<file path="config.mk">
export PLATFORM = sky130hd
export DESIGN_NAME = plsc_top
export DESIGN_NICKNAME = d
export VERILOG_FILES = /design/src/hw/plsc_pkg.sv /design/src/hw/plsc_top.sv /design/src/hw/plsc_nco.sv /design/src/hw/plsc_lps_detect.sv
export SDC_FILE = /design/constraint.sdc
export NUM_CORES = 1
export LEC_CHECK = 0
export CORE_MARGIN = 10
export CORE_UTILIZATION = 64
export CTS_CLUSTER_SIZE = 24
export DETAILED_ROUTE_END_ITERATION = 7
export DONT_BUFFER_PORTS = 1
export GPL_TIMING_DRIVEN = 0
export PLACE_DENSITY_LB_ADDON = 0.2
export SLEW_MARGIN = 20
export SYNTH_ARGS = -nofsm -noshare
export SYNTH_HDL_FRONTEND = slang
export SYNTH_SLANG_ARGS = --single-unit
</file>
<file path="constraint.sdc">
create_clock -name sys_clk -period 6.9 [get_ports sys_clk]
set_input_delay 1.38 -clock sys_clk [delete_from_list [all_inputs] [get_ports sys_clk]]
set_output_delay 1.38 -clock sys_clk [all_outputs]
set_load 0.05 [all_outputs]
</file>
<file path="src/hw/plsc_pkg.sv">
package plsc_pkg;

   // Clock and timing
   localparam int SYS_CLK_HZ  = 50_000_000;
   localparam int LPS_MIN_HZ  = 220_000;
   localparam int LPS_MAX_HZ  = 5_500_000;
   // Shortest legal period rounds up, longest rounds down
   localparam int LPS_MIN_PERIOD_CYC = (SYS_CLK_HZ + LPS_MAX_HZ - 1) / LPS_MAX_HZ;
   localparam int LPS_MAX_PERIOD_CYC = SYS_CLK_HZ / LPS_MIN_HZ;
   localparam int LPS_CNT_W   = 8;
   localparam int LINK_CLK_HZ = 49_152_000;
   localparam int LINKON_HZ   = 6_114_000;
   localparam int NCO_ACC_W   = 32;

   // Ports and Self-ID layout (bit 0 is the first bit sent)
   localparam int NPORTS      = 3;
   localparam int SELFID_W    = 32;
   localparam int PC_BIT_POS  = 21;
   localparam int PC_W        = 3;
   // Synchroniser reset image: reset pin and test selects idle high
   localparam logic [12:0] SYNC_RESET = 13'h01c0;

   // Register map, byte addresses
   localparam int          ADDR_W      = 8;
   localparam logic [7:0]  CTRL_OFS    = 8'h00;
   localparam logic [7:0]  STATUS_OFS  = 8'h04;
   localparam logic [7:0]  STRAP_OFS   = 8'h08;
   localparam logic [7:0]  REQCNT_OFS  = 8'h0c;
   localparam int          REQCNT_W    = 16;

   // Control fields
   localparam int          CTRL_SWRST_BIT   = 0;
   localparam int          CTRL_LINKOFF_BIT = 1;
   localparam logic [31:0] CTRL_WMASK       = 32'h0000_0003;
   localparam logic [31:0] CTRL_RESET       = 32'h0000_0000;

   // Status fields
   localparam int ST_LPS_BIT    = 0;
   localparam int ST_LINKIF_BIT = 1;
   localparam int ST_PD_BIT     = 2;
   localparam int ST_CNA_BIT    = 3;
   localparam int ST_LINKON_BIT = 4;
   localparam int ST_TESTOK_BIT = 5;
   localparam int ST_RSTPIN_BIT = 6;
   localparam int ST_PORT_POS   = 8;

   // Strap fields
   localparam int STRAP_PC_POS  = 0;
   localparam int STRAP_MGR_BIT = 4;

endpackage

</file>
<file path="src/hw/plsc_top.sv">
// The APB slave port and the register offsets were chosen for this implementation.
`timescale 1ns/1ps
`default_nettype none
// Link-side control of a three-port cable physical layer
module plsc_top #(
   parameter int LINK_CLK_HZ = plsc_pkg::LINK_CLK_HZ,
   parameter int LINKON_HZ   = plsc_pkg::LINKON_HZ
) (
   input  wire logic                          sys_clk,
   input  wire logic                          reset,
   // APB slave
   input  wire logic                          psel,
   input  wire logic                          penable,
   input  wire logic                          pwrite,
   input  wire logic [plsc_pkg::ADDR_W-1:0]   paddr,
   input  wire logic [31:0]                   pwdata,
   output logic      [31:0]                   prdata,
   output logic                               pready,
   output logic                               pslverr,
   // Pins
   input  wire logic                          linkPowerSense,
   input  wire logic                          linkRequest,
   input  wire logic [plsc_pkg::PC_W-1:0]     powerClassInputs,
   input  wire logic                          powerDownInput,
   input  wire logic                          resetPin_n,
   input  wire logic                          factoryTestSel1,
   input  wire logic                          factoryTestSel2,
   input  wire logic                          managerCapLinkonIn,
   output logic                               managerCapLinkonOut,
   output logic                               managerCapLinkonOe,
   output logic                               cableInactiveFlag,
   output logic                               linkSideClock,
   // Core side
   input  wire logic [plsc_pkg::NPORTS-1:0]   portActive,
   input  wire logic                          linkOnMsg,
   output logic                               linkIfEnable,
   output logic                               linkReqStrobe,
   output logic      [plsc_pkg::NPORTS-1:0]   busResetReq,
   output logic      [0:plsc_pkg::SELFID_W-1] selfIdWord
);

   localparam int NP    = plsc_pkg::NPORTS;
   localparam int PCW   = plsc_pkg::PC_W;
   localparam int SYNC_W = 10 + PCW;
   localparam int RQW   = plsc_pkg::REQCNT_W;
   localparam int AW    = plsc_pkg::NCO_ACC_W;
   localparam longint ACC_SPAN = 64'h1_0000_0000;
   localparam logic [SYNC_W-1:0] SYNC_IDLE = SYNC_W'(plsc_pkg::SYNC_RESET);
   localparam logic [AW-1:0] LINK_STEP =
      AW'((longint'(LINK_CLK_HZ) * ACC_SPAN) / longint'(plsc_pkg::SYS_CLK_HZ));
   localparam logic [AW-1:0] LINKON_STEP =
      AW'((longint'(LINKON_HZ) * ACC_SPAN) / longint'(plsc_pkg::SYS_CLK_HZ));

   typedef struct packed {
      logic [SYNC_W-1:0]   s1;
      logic [SYNC_W-1:0]   s2;
      logic [31:0]         ctrl;
      logic                pready;
      logic                pslverr;
      logic [31:0]         prdata;
      logic                lreqPrev;
      logic                linkReq;
      logic [RQW-1:0]      reqCount;
      logic                linkOn;
      logic                mgrOe;
      logic [NP-1:0]       busReset;
      logic                cableInactive;
      logic                linkIf;
      logic [0:31]         selfId;
      logic [PCW-1:0]      pcStrap;
      logic                mgrStrap;
   } plsc_top_type;

   plsc_top_type st_ff;
   plsc_top_type nxt_st;

   // Synchronised pin view; first stage is read only by the second
   logic            lpsS;
   logic            lreqS;
   logic [PCW-1:0]  pcS;
   logic            pdS;
   logic            rstPinS_n;
   logic            test1S;
   logic            test2S;
   logic            mgrS;
   logic [NP-1:0]   portS;
   logic            lpsActive;
   logic            linkOnWave;
   logic            linkClkWave;

   assign {mgrS, portS, test2S, test1S, rstPinS_n, pdS, pcS, lreqS, lpsS} = st_ff.s2;

   // Sense qualifier is stopped in power-down and by the reset pin
   plsc_lps_detect u_lps (
      .sys_clk (sys_clk),
      .reset   (reset),
      .enable  (!pdS && rstPinS_n),
      .senseIn (lpsS),
      .active  (lpsActive)
   );

   // Link clock keeps running under the reset pin, stops in power-down
   plsc_nco #(.ACC_W(AW), .STEP(LINK_STEP)) u_linkclk (
      .sys_clk (sys_clk),
      .reset   (reset),
      .enable  (!pdS),
      .wave    (linkClkWave)
   );

   // Link-on tone generator
   plsc_nco #(.ACC_W(AW), .STEP(LINKON_STEP)) u_linkon (
      .sys_clk (sys_clk),
      .reset   (reset),
      .enable  (st_ff.linkOn),
      .wave    (linkOnWave)
   );

   // Next state of the whole block
   always_comb begin
      logic            pinReset;
      logic            setupPh;
      logic            accessPh;
      logic            swReset;
      logic [31:0]     rd;
      logic            hit;
      pinReset = !rstPinS_n;
      setupPh  = psel && !penable;
      accessPh = psel && penable && st_ff.pready;
      swReset  = st_ff.ctrl[plsc_pkg::CTRL_SWRST_BIT];
      rd       = '0;
      hit      = 1'b1;
      nxt_st   = st_ff;

      nxt_st.s1 = {managerCapLinkonIn, portActive, factoryTestSel2, factoryTestSel1,
                   resetPin_n, powerDownInput, powerClassInputs, linkRequest,
                   linkPowerSense};
      nxt_st.s2 = st_ff.s1;

      // Monitor runs regardless of power-down
      nxt_st.cableInactive = ~|portS;

      // Link interface only with sensed link power and no power-down
      nxt_st.linkIf = lpsActive && !pdS && !pinReset &&
                      !st_ff.ctrl[plsc_pkg::CTRL_LINKOFF_BIT];

      // Bus reset on every port seen active
      if ((pinReset || swReset) && !pdS) begin
         nxt_st.busReset = portS;
      end else begin
         nxt_st.busReset = '0;
      end

      // Request edges taken only while the link side is enabled
      nxt_st.lreqPrev = lreqS;
      nxt_st.linkReq  = lreqS && !st_ff.lreqPrev && st_ff.linkIf;
      if (pinReset) begin
         nxt_st.reqCount = '0;
      end else if (st_ff.linkReq) begin
         nxt_st.reqCount = st_ff.reqCount + 1'b1;
      end

      // Straps follow the pins while running, manager strap reads 0 while the pin is driven; frozen in power-down
      if (!pdS && !pinReset) begin
         nxt_st.pcStrap  = pcS;
         nxt_st.mgrStrap = mgrS && !st_ff.mgrOe;
      end
      nxt_st.selfId = '0;
      for (int i = 0; i < PCW; i++) begin
         nxt_st.selfId[plsc_pkg::PC_BIT_POS + i] = st_ff.pcStrap[PCW-1-i];
      end

      // Link-on: message sets, link power, power-down or reset clears; set wins only over link power
      if (pinReset || pdS || lpsActive) begin
         nxt_st.linkOn = 1'b0;
      end
      if (linkOnMsg && !pdS && !pinReset) begin
         nxt_st.linkOn = 1'b1;
      end
      nxt_st.mgrOe = st_ff.linkOn;

      // Software reset bit is a one-cycle request
      nxt_st.ctrl[plsc_pkg::CTRL_SWRST_BIT] = 1'b0;

      // Read mux
      unique case (paddr)
         plsc_pkg::CTRL_OFS: begin
            rd = st_ff.ctrl;
         end
         plsc_pkg::STATUS_OFS: begin
            rd[plsc_pkg::ST_LPS_BIT]    = lpsActive;
            rd[plsc_pkg::ST_LINKIF_BIT] = st_ff.linkIf;
            rd[plsc_pkg::ST_PD_BIT]     = pdS;
            rd[plsc_pkg::ST_CNA_BIT]    = st_ff.cableInactive;
            rd[plsc_pkg::ST_LINKON_BIT] = st_ff.linkOn;
            rd[plsc_pkg::ST_TESTOK_BIT] = test1S && test2S;
            rd[plsc_pkg::ST_RSTPIN_BIT] = pinReset;
            rd[plsc_pkg::ST_PORT_POS +: NP] = portS;
         end
         plsc_pkg::STRAP_OFS: begin
            rd[plsc_pkg::STRAP_PC_POS +: PCW] = st_ff.pcStrap;
            rd[plsc_pkg::STRAP_MGR_BIT]       = st_ff.mgrStrap;
         end
         plsc_pkg::REQCNT_OFS: begin
            rd[RQW-1:0] = st_ff.reqCount;
         end
         default: begin
            hit = 1'b0;
         end
      endcase

      // APB: no wait states, answer registered in the setup cycle
      if (accessPh) begin
         nxt_st.pready  = 1'b0;
         nxt_st.pslverr = 1'b0;
         nxt_st.prdata  = '0;
         if (pwrite && paddr == plsc_pkg::CTRL_OFS) begin
            nxt_st.ctrl = pwdata & plsc_pkg::CTRL_WMASK;
         end
      end else if (setupPh) begin
         nxt_st.pready  = 1'b1;
         nxt_st.pslverr = !hit;
         nxt_st.prdata  = (pwrite || !hit) ? 32'h0000_0000 : rd;
      end
   end

   // Single state register
   always_ff @(posedge sys_clk or posedge reset) begin
      if (reset) begin
         st_ff      <= '0;
         st_ff.ctrl <= plsc_pkg::CTRL_RESET;
         // Idle pin levels, so no false reset-pin pulse follows reset
         st_ff.s1   <= SYNC_IDLE;
         st_ff.s2   <= SYNC_IDLE;
      end else begin
         st_ff <= nxt_st;
      end
   end

   // Outputs straight from flip-flops
   assign prdata              = st_ff.prdata;
   assign pready              = st_ff.pready;
   assign pslverr             = st_ff.pslverr;
   assign cableInactiveFlag   = st_ff.cableInactive;
   assign linkIfEnable        = st_ff.linkIf;
   assign linkReqStrobe       = st_ff.linkReq;
   assign busResetReq         = st_ff.busReset;
   assign selfIdWord          = st_ff.selfId;
   assign managerCapLinkonOe  = st_ff.mgrOe;
   assign managerCapLinkonOut = linkOnWave;
   assign linkSideClock       = linkClkWave;

endmodule
`default_nettype wire

</file>
<file path="src/hw/plsc_nco.sv">
`timescale 1ns/1ps
`default_nettype none
// Square wave from a phase accumulator, held low while disabled
module plsc_nco #(
   parameter int                ACC_W = plsc_pkg::NCO_ACC_W,
   parameter logic [ACC_W-1:0]  STEP  = '0
) (
   input  wire logic sys_clk,
   input  wire logic reset,
   input  wire logic enable,
   output logic      wave
);

   typedef struct packed {
      logic [ACC_W-1:0] acc;
   } plsc_nco_type;

   plsc_nco_type st_ff;
   plsc_nco_type nxt_st;

   // Accumulate; restart from zero so each burst begins low
   always_comb begin
      nxt_st = st_ff;
      if (enable) begin
         nxt_st.acc = st_ff.acc + STEP;
      end else begin
         nxt_st.acc = '0;
      end
   end

   always_ff @(posedge sys_clk or posedge reset) begin
      if (reset) begin
         st_ff <= '0;
      end else begin
         st_ff <= nxt_st;
      end
   end

   assign wave = st_ff.acc[ACC_W-1];

endmodule
`default_nettype wire

</file>
<file path="src/hw/plsc_lps_detect.sv">
`timescale 1ns/1ps
`default_nettype none
// Link power sense qualifier: pulse-rate window or static level
module plsc_lps_detect #(
   parameter int CNT_W = plsc_pkg::LPS_CNT_W
) (
   input  wire logic sys_clk,
   input  wire logic reset,
   input  wire logic enable,
   input  wire logic senseIn,
   output logic      active
);

   localparam logic [CNT_W-1:0] MIN_PER = CNT_W'(plsc_pkg::LPS_MIN_PERIOD_CYC);
   localparam logic [CNT_W-1:0] MAX_PER = CNT_W'(plsc_pkg::LPS_MAX_PERIOD_CYC);

   typedef struct packed {
      logic             prev;
      logic [CNT_W-1:0] period;
      logic [CNT_W-1:0] stable;
      logic             active;
   } plsc_lps_type;

   plsc_lps_type st_ff;
   plsc_lps_type nxt_st;

   // Period counts cycles from rise to rise; stable counts since any edge
   always_comb begin
      nxt_st = st_ff;
      nxt_st.prev = senseIn;
      if (!enable) begin
         nxt_st.period = '0;
         nxt_st.stable = '0;
         nxt_st.active = 1'b0;
      end else begin
         if (st_ff.period != MAX_PER) begin
            nxt_st.period = st_ff.period + 1'b1;
         end
         if (st_ff.stable != MAX_PER) begin
            nxt_st.stable = st_ff.stable + 1'b1;
         end
         if (senseIn != st_ff.prev) begin
            nxt_st.stable = '0;
         end
         if (senseIn && !st_ff.prev) begin
            // Period in cycles is count plus one
            nxt_st.active = (st_ff.period >= MIN_PER - 1'b1) &&
                            (st_ff.period <= MAX_PER - 1'b1);
            nxt_st.period = '0;
         end else if (st_ff.stable == MAX_PER) begin
            // No edge for a full slow period: a tied level decides
            nxt_st.active = senseIn;
         end
      end
   end

   always_ff @(posedge sys_clk or posedge reset) begin
      if (reset) begin
         st_ff <= '0;
      end else begin
         st_ff <= nxt_st;
      end
   end

   assign active = st_ff.active;

endmodule
`default_nettype wire

</file>
==> metrics.md <==
| Metric | Value |
|---|---|
| Diodes inserted | 0 |
| Pins Over Slew Limit | 0 |
| Number of enable-type register cells in the synthesized netlist | 0 |
| Global-route wire length before repair | 25400 µm |
| Max-slew headroom at the worst pin | 39.4% |
| Unrepaired setup endpoints after global routing | no |
| Yosys reg bits | 156 |
| RePlAce Congestion | 0.858 |
| Slew of the pin with the lowest slew margin | 0.900 ns |
| Largest buffer count on any clock path | 2 |
| Data required time of the worst path | 5.52 ns |
| Total gr overflow | 0 |
| DP HPWL | 10400 µm |
| Unique masters post-synth | 56 |
| Ratio of final minimum period to clock period | 37.3% |
| Main flop type after synthesis | sky130_fd_sc_hd__dfrtp_1 |
| Cell count after placement | 920 |
| Combined global-route utilization of all metal layers | 18.9% |
| Wire length reported by the detailed router | 15100 µm |
| Via density | 5.56 |
| Pre-Repair DR Iteration Count | 5 |
| Via Count | 5291 |
| CTS HTree Levels | 4 |
| Critical setup path kind | register to output port |
| TritonCTS clock tree | built |
| Final antenna-violating net count | 0 |
| Cell Area, Synth | 0.00745 mm² |
| Area of the die | 0.0164 mm² |
| Worst clock skew on the final layout | 0.00548 ns |
| Ratio of cells with drive above 1 in the final layout | 15.1% |
| Clock transition at the registers of the reported paths | 0.06 ns |
| Count of pins on the block boundary | 134 |
| Pin count of the biggest net entering global routing | 81 |
| DRC violation count after routing | 0 |
| Ratio of total power to cell area | 261 mW/mm² |
| Avg Synthesized Cell Area | 10.2 µm² |
| Element type at the critical path start | register |
| Core box area | 0.0114 mm² |
| Critical path capture point type | output port |
| Worst Hold Class | register to register |
| Number of antenna violations at the first check in global routing | 0 |
| Master cell of the clock root buffer | sky130_fd_sc_hd__clkbuf_16 |
| CTS-repair resized insts | 0 |
| Setup violation total in the final timing report | 0 |
| Net count of the finished layout | 864 |
| P_leak | 3.95 nW |
| Number of hold-repair buffers added at the cts stage | 0 |
| Achievable frequency | 389 MHz |
| Count of maximum capacitance violations | 0 |
| Yosys warns | 0 |
| Outcome | finished, final reports clean |
| Worst supply voltage drop on vdd | 0.000215 V |
| Synthesized instance count | 732 |
| Final period demand of the worst path | 2.57 ns |
| Initial Utilization | 65.2% |
| Finished Layout Cells | 952 |
| Latest clock arrival within the worst-skew pair | 0.43 ns |
| Standard-cell row count | 39 |
| Placement-stage cell area | 0.00783 mm² |
| Maximum fanout along the worst path | 7 |
| Post-detailed-route wirelength per cell | 15.8 µm |
| DIE WIDTH | 128 µm |
| Final std cell area, no fill | 0.00837 mm² |
| P&R area growth vs syn | 12.3% |
| Via count of the first global-routing pass | 5341 |
| Post-CTS repair timing setup buffer count | 0 |
| Data arrival time at the worst-slack endpoint | 1.19 ns |
| Cts bufs inserted | 17 |
| Sequential share of the synthesized area | 52.5% |
| Synth async-reset ratio | 100% |
| Clock tree sinks | 156 |
| Final hold violation count | 0 |
| Floorplan die height | 128 µm |
| Number of buffers added on ports | 0 |
| Violation count after the first detailed-routing iteration | 419 |
-- cell usage after synthesis (all sizes together) (5+ instances only) --
cell type  number  share of area (%)
mux2            7                1.1
nand2          53                2.7
nand3          21                1.4
mux2i          12                1.6
o21ai          39                2.7
inv            22                1.1
or3            22                1.9
nand2b          7               0.59
o31ai           5               0.50
nor3           21                1.4
a21oi          34                2.3
xnor2          26                3.1
nand4           9               0.76
a21boi          7               0.71
a22o            8               0.94
xor2           20                2.4
nor4            8               0.87
nor2           73                3.7
clkbuf         18               0.91
buf            70                6.9
a211oi          8               0.81
dfstp           6                2.1
and3            7               0.59
nor2b          11               0.92
o21a            6               0.60
ha              9                1.5
dfrtp         150                 50
and2           18                1.5
a21o            7               0.71
-- cell usage in the layout (no fill, tap or decap), types with 5 or more instances in the layout --
master	netlist	final
sky130_fd_sc_hd__nor3_1	21	21
sky130_fd_sc_hd__mux2i_1	12	12
sky130_fd_sc_hd__nand2b_1	7	7
sky130_fd_sc_hd__ha_1	9	9
sky130_fd_sc_hd__a211oi_1	8	8
sky130_fd_sc_hd__clkinvlp_4	0	7
sky130_fd_sc_hd__nor4_1	7	7
sky130_fd_sc_hd__inv_1	22	21
sky130_fd_sc_hd__and2_1	18	18
sky130_fd_sc_hd__o21ai_0	36	36
sky130_fd_sc_hd__xnor2_1	26	26
sky130_fd_sc_hd__conb_1	1	45
sky130_fd_sc_hd__nor2_1	73	73
sky130_fd_sc_hd__xor2_1	20	20
sky130_fd_sc_hd__o31ai_1	5	5
sky130_fd_sc_hd__clkbuf_16	0	17
sky130_fd_sc_hd__nand3_1	21	21
sky130_fd_sc_hd__a21o_1	7	7
sky130_fd_sc_hd__and3_1	7	7
sky130_fd_sc_hd__buf_4	67	67
sky130_fd_sc_hd__o21a_1	6	6
sky130_fd_sc_hd__clkbuf_1	18	19
sky130_fd_sc_hd__a22o_1	8	8
sky130_fd_sc_hd__a21boi_0	5	5
sky130_fd_sc_hd__nor2b_1	11	11
sky130_fd_sc_hd__a21oi_1	34	34
sky130_fd_sc_hd__mux2_2	7	7
sky130_fd_sc_hd__nand2_1	53	53
sky130_fd_sc_hd__nand4_1	9	9
sky130_fd_sc_hd__dfstp_2	6	6
sky130_fd_sc_hd__dfrtp_1	150	150
sky130_fd_sc_hd__or3_1	21	21
-- power breakdown --
part	internal, W	leakage [nW]	switching, W
Combinational	0.000111	1.66	0.000192
Clock	0.000468	0.244	0.000374
Sequential	0.000971	2.05	0.0000682
Total	0.00155	3.95	0.000634
-- state kept, by name, indices dropped and copies added, names as in the netlist, 3 cells and up --
signal           cells
pcS                  3
u_linkon.st_ff      29
u_linkclk.st_ff     31
nxt_st              17
st_ff               22
u_lps.st_ff         17
prdata              16
busResetReq          3
portS                3
selfIdWord           3
-- logic make-up after synthesis --
group	synth area share (%)
AND/OR/NAND/NOR	17.4
flip-flops	52.5
AO/OA/AOI/OAI	10.9
buffers and inverters	9.00
XOR/XNOR	5.41
multiplexers	3.28
adder cells (fa/ha/maj)	1.51
other	0.0503
-- area by class of cell --
cell class	instances	area, µm²
multi-input cells	509	3030
inverters	23	93.8
clock buffers	19	443
flip-flops and latches	156	3910
fillers	813	3050
repair buffers	1	27.5
plain buffers	88	584
well taps	143	179
clock inverters	13	93.8
-- per-layer routing --
| layer | routed length, µm | GRT usage [%] | up-vias |
|---|---|---|---|
| met3 | 1050 | 6.45 | 23 |
| met4 | 249 | 6.42 | 0 |
| met5 | 0 | 0 | - |
| met1 | 6120 | 22.4 | 2603 |
| met2 | 7640 | 31.3 | 146 |
| li1 | - | - | 2519 |
-- final timing paths --
path                            slack, ns               start  cells after the start                  end
worst max-delay path                 4.33       linkReqStrobe                      0        linkReqStrobe
worst min-delay path                 0.35         nxt_st[131]                      0               pcS[2]
worst max register to register       4.51  u_linkclk.st_ff[1]                      6  u_linkclk.st_ff[29]
worst min register to register       0.35         nxt_st[131]                      0               pcS[2]
max in group asynchronous            5.27               reset                      2            rstPinS_n
min in group asynchronous            0.85               reset                      1  u_linkclk.st_ff[16]
-- metrics by stage --
stage | power, W | TNS [ns] | utilization [%] | hold slack (ns) | worst slack, ns
floorplan | 0.00130 | 0 | - | 0.331 | 1.32
global placement | 0.00134 | -5.66 | 68.3 | 0.336 | -0.0440
detailed placement | 0.00135 | 0 | 68.6 | 0.335 | 3.97
CTS | 0.00220 | 0 | 73.3 | 0.349 | 4.31
global route | 0.00228 | 0 | 73.3 | 0.363 | 4.26
finish | 0.00218 | 0 | 73.3 | 0.348 | 4.33
Power figures use the tool's default switching activity.
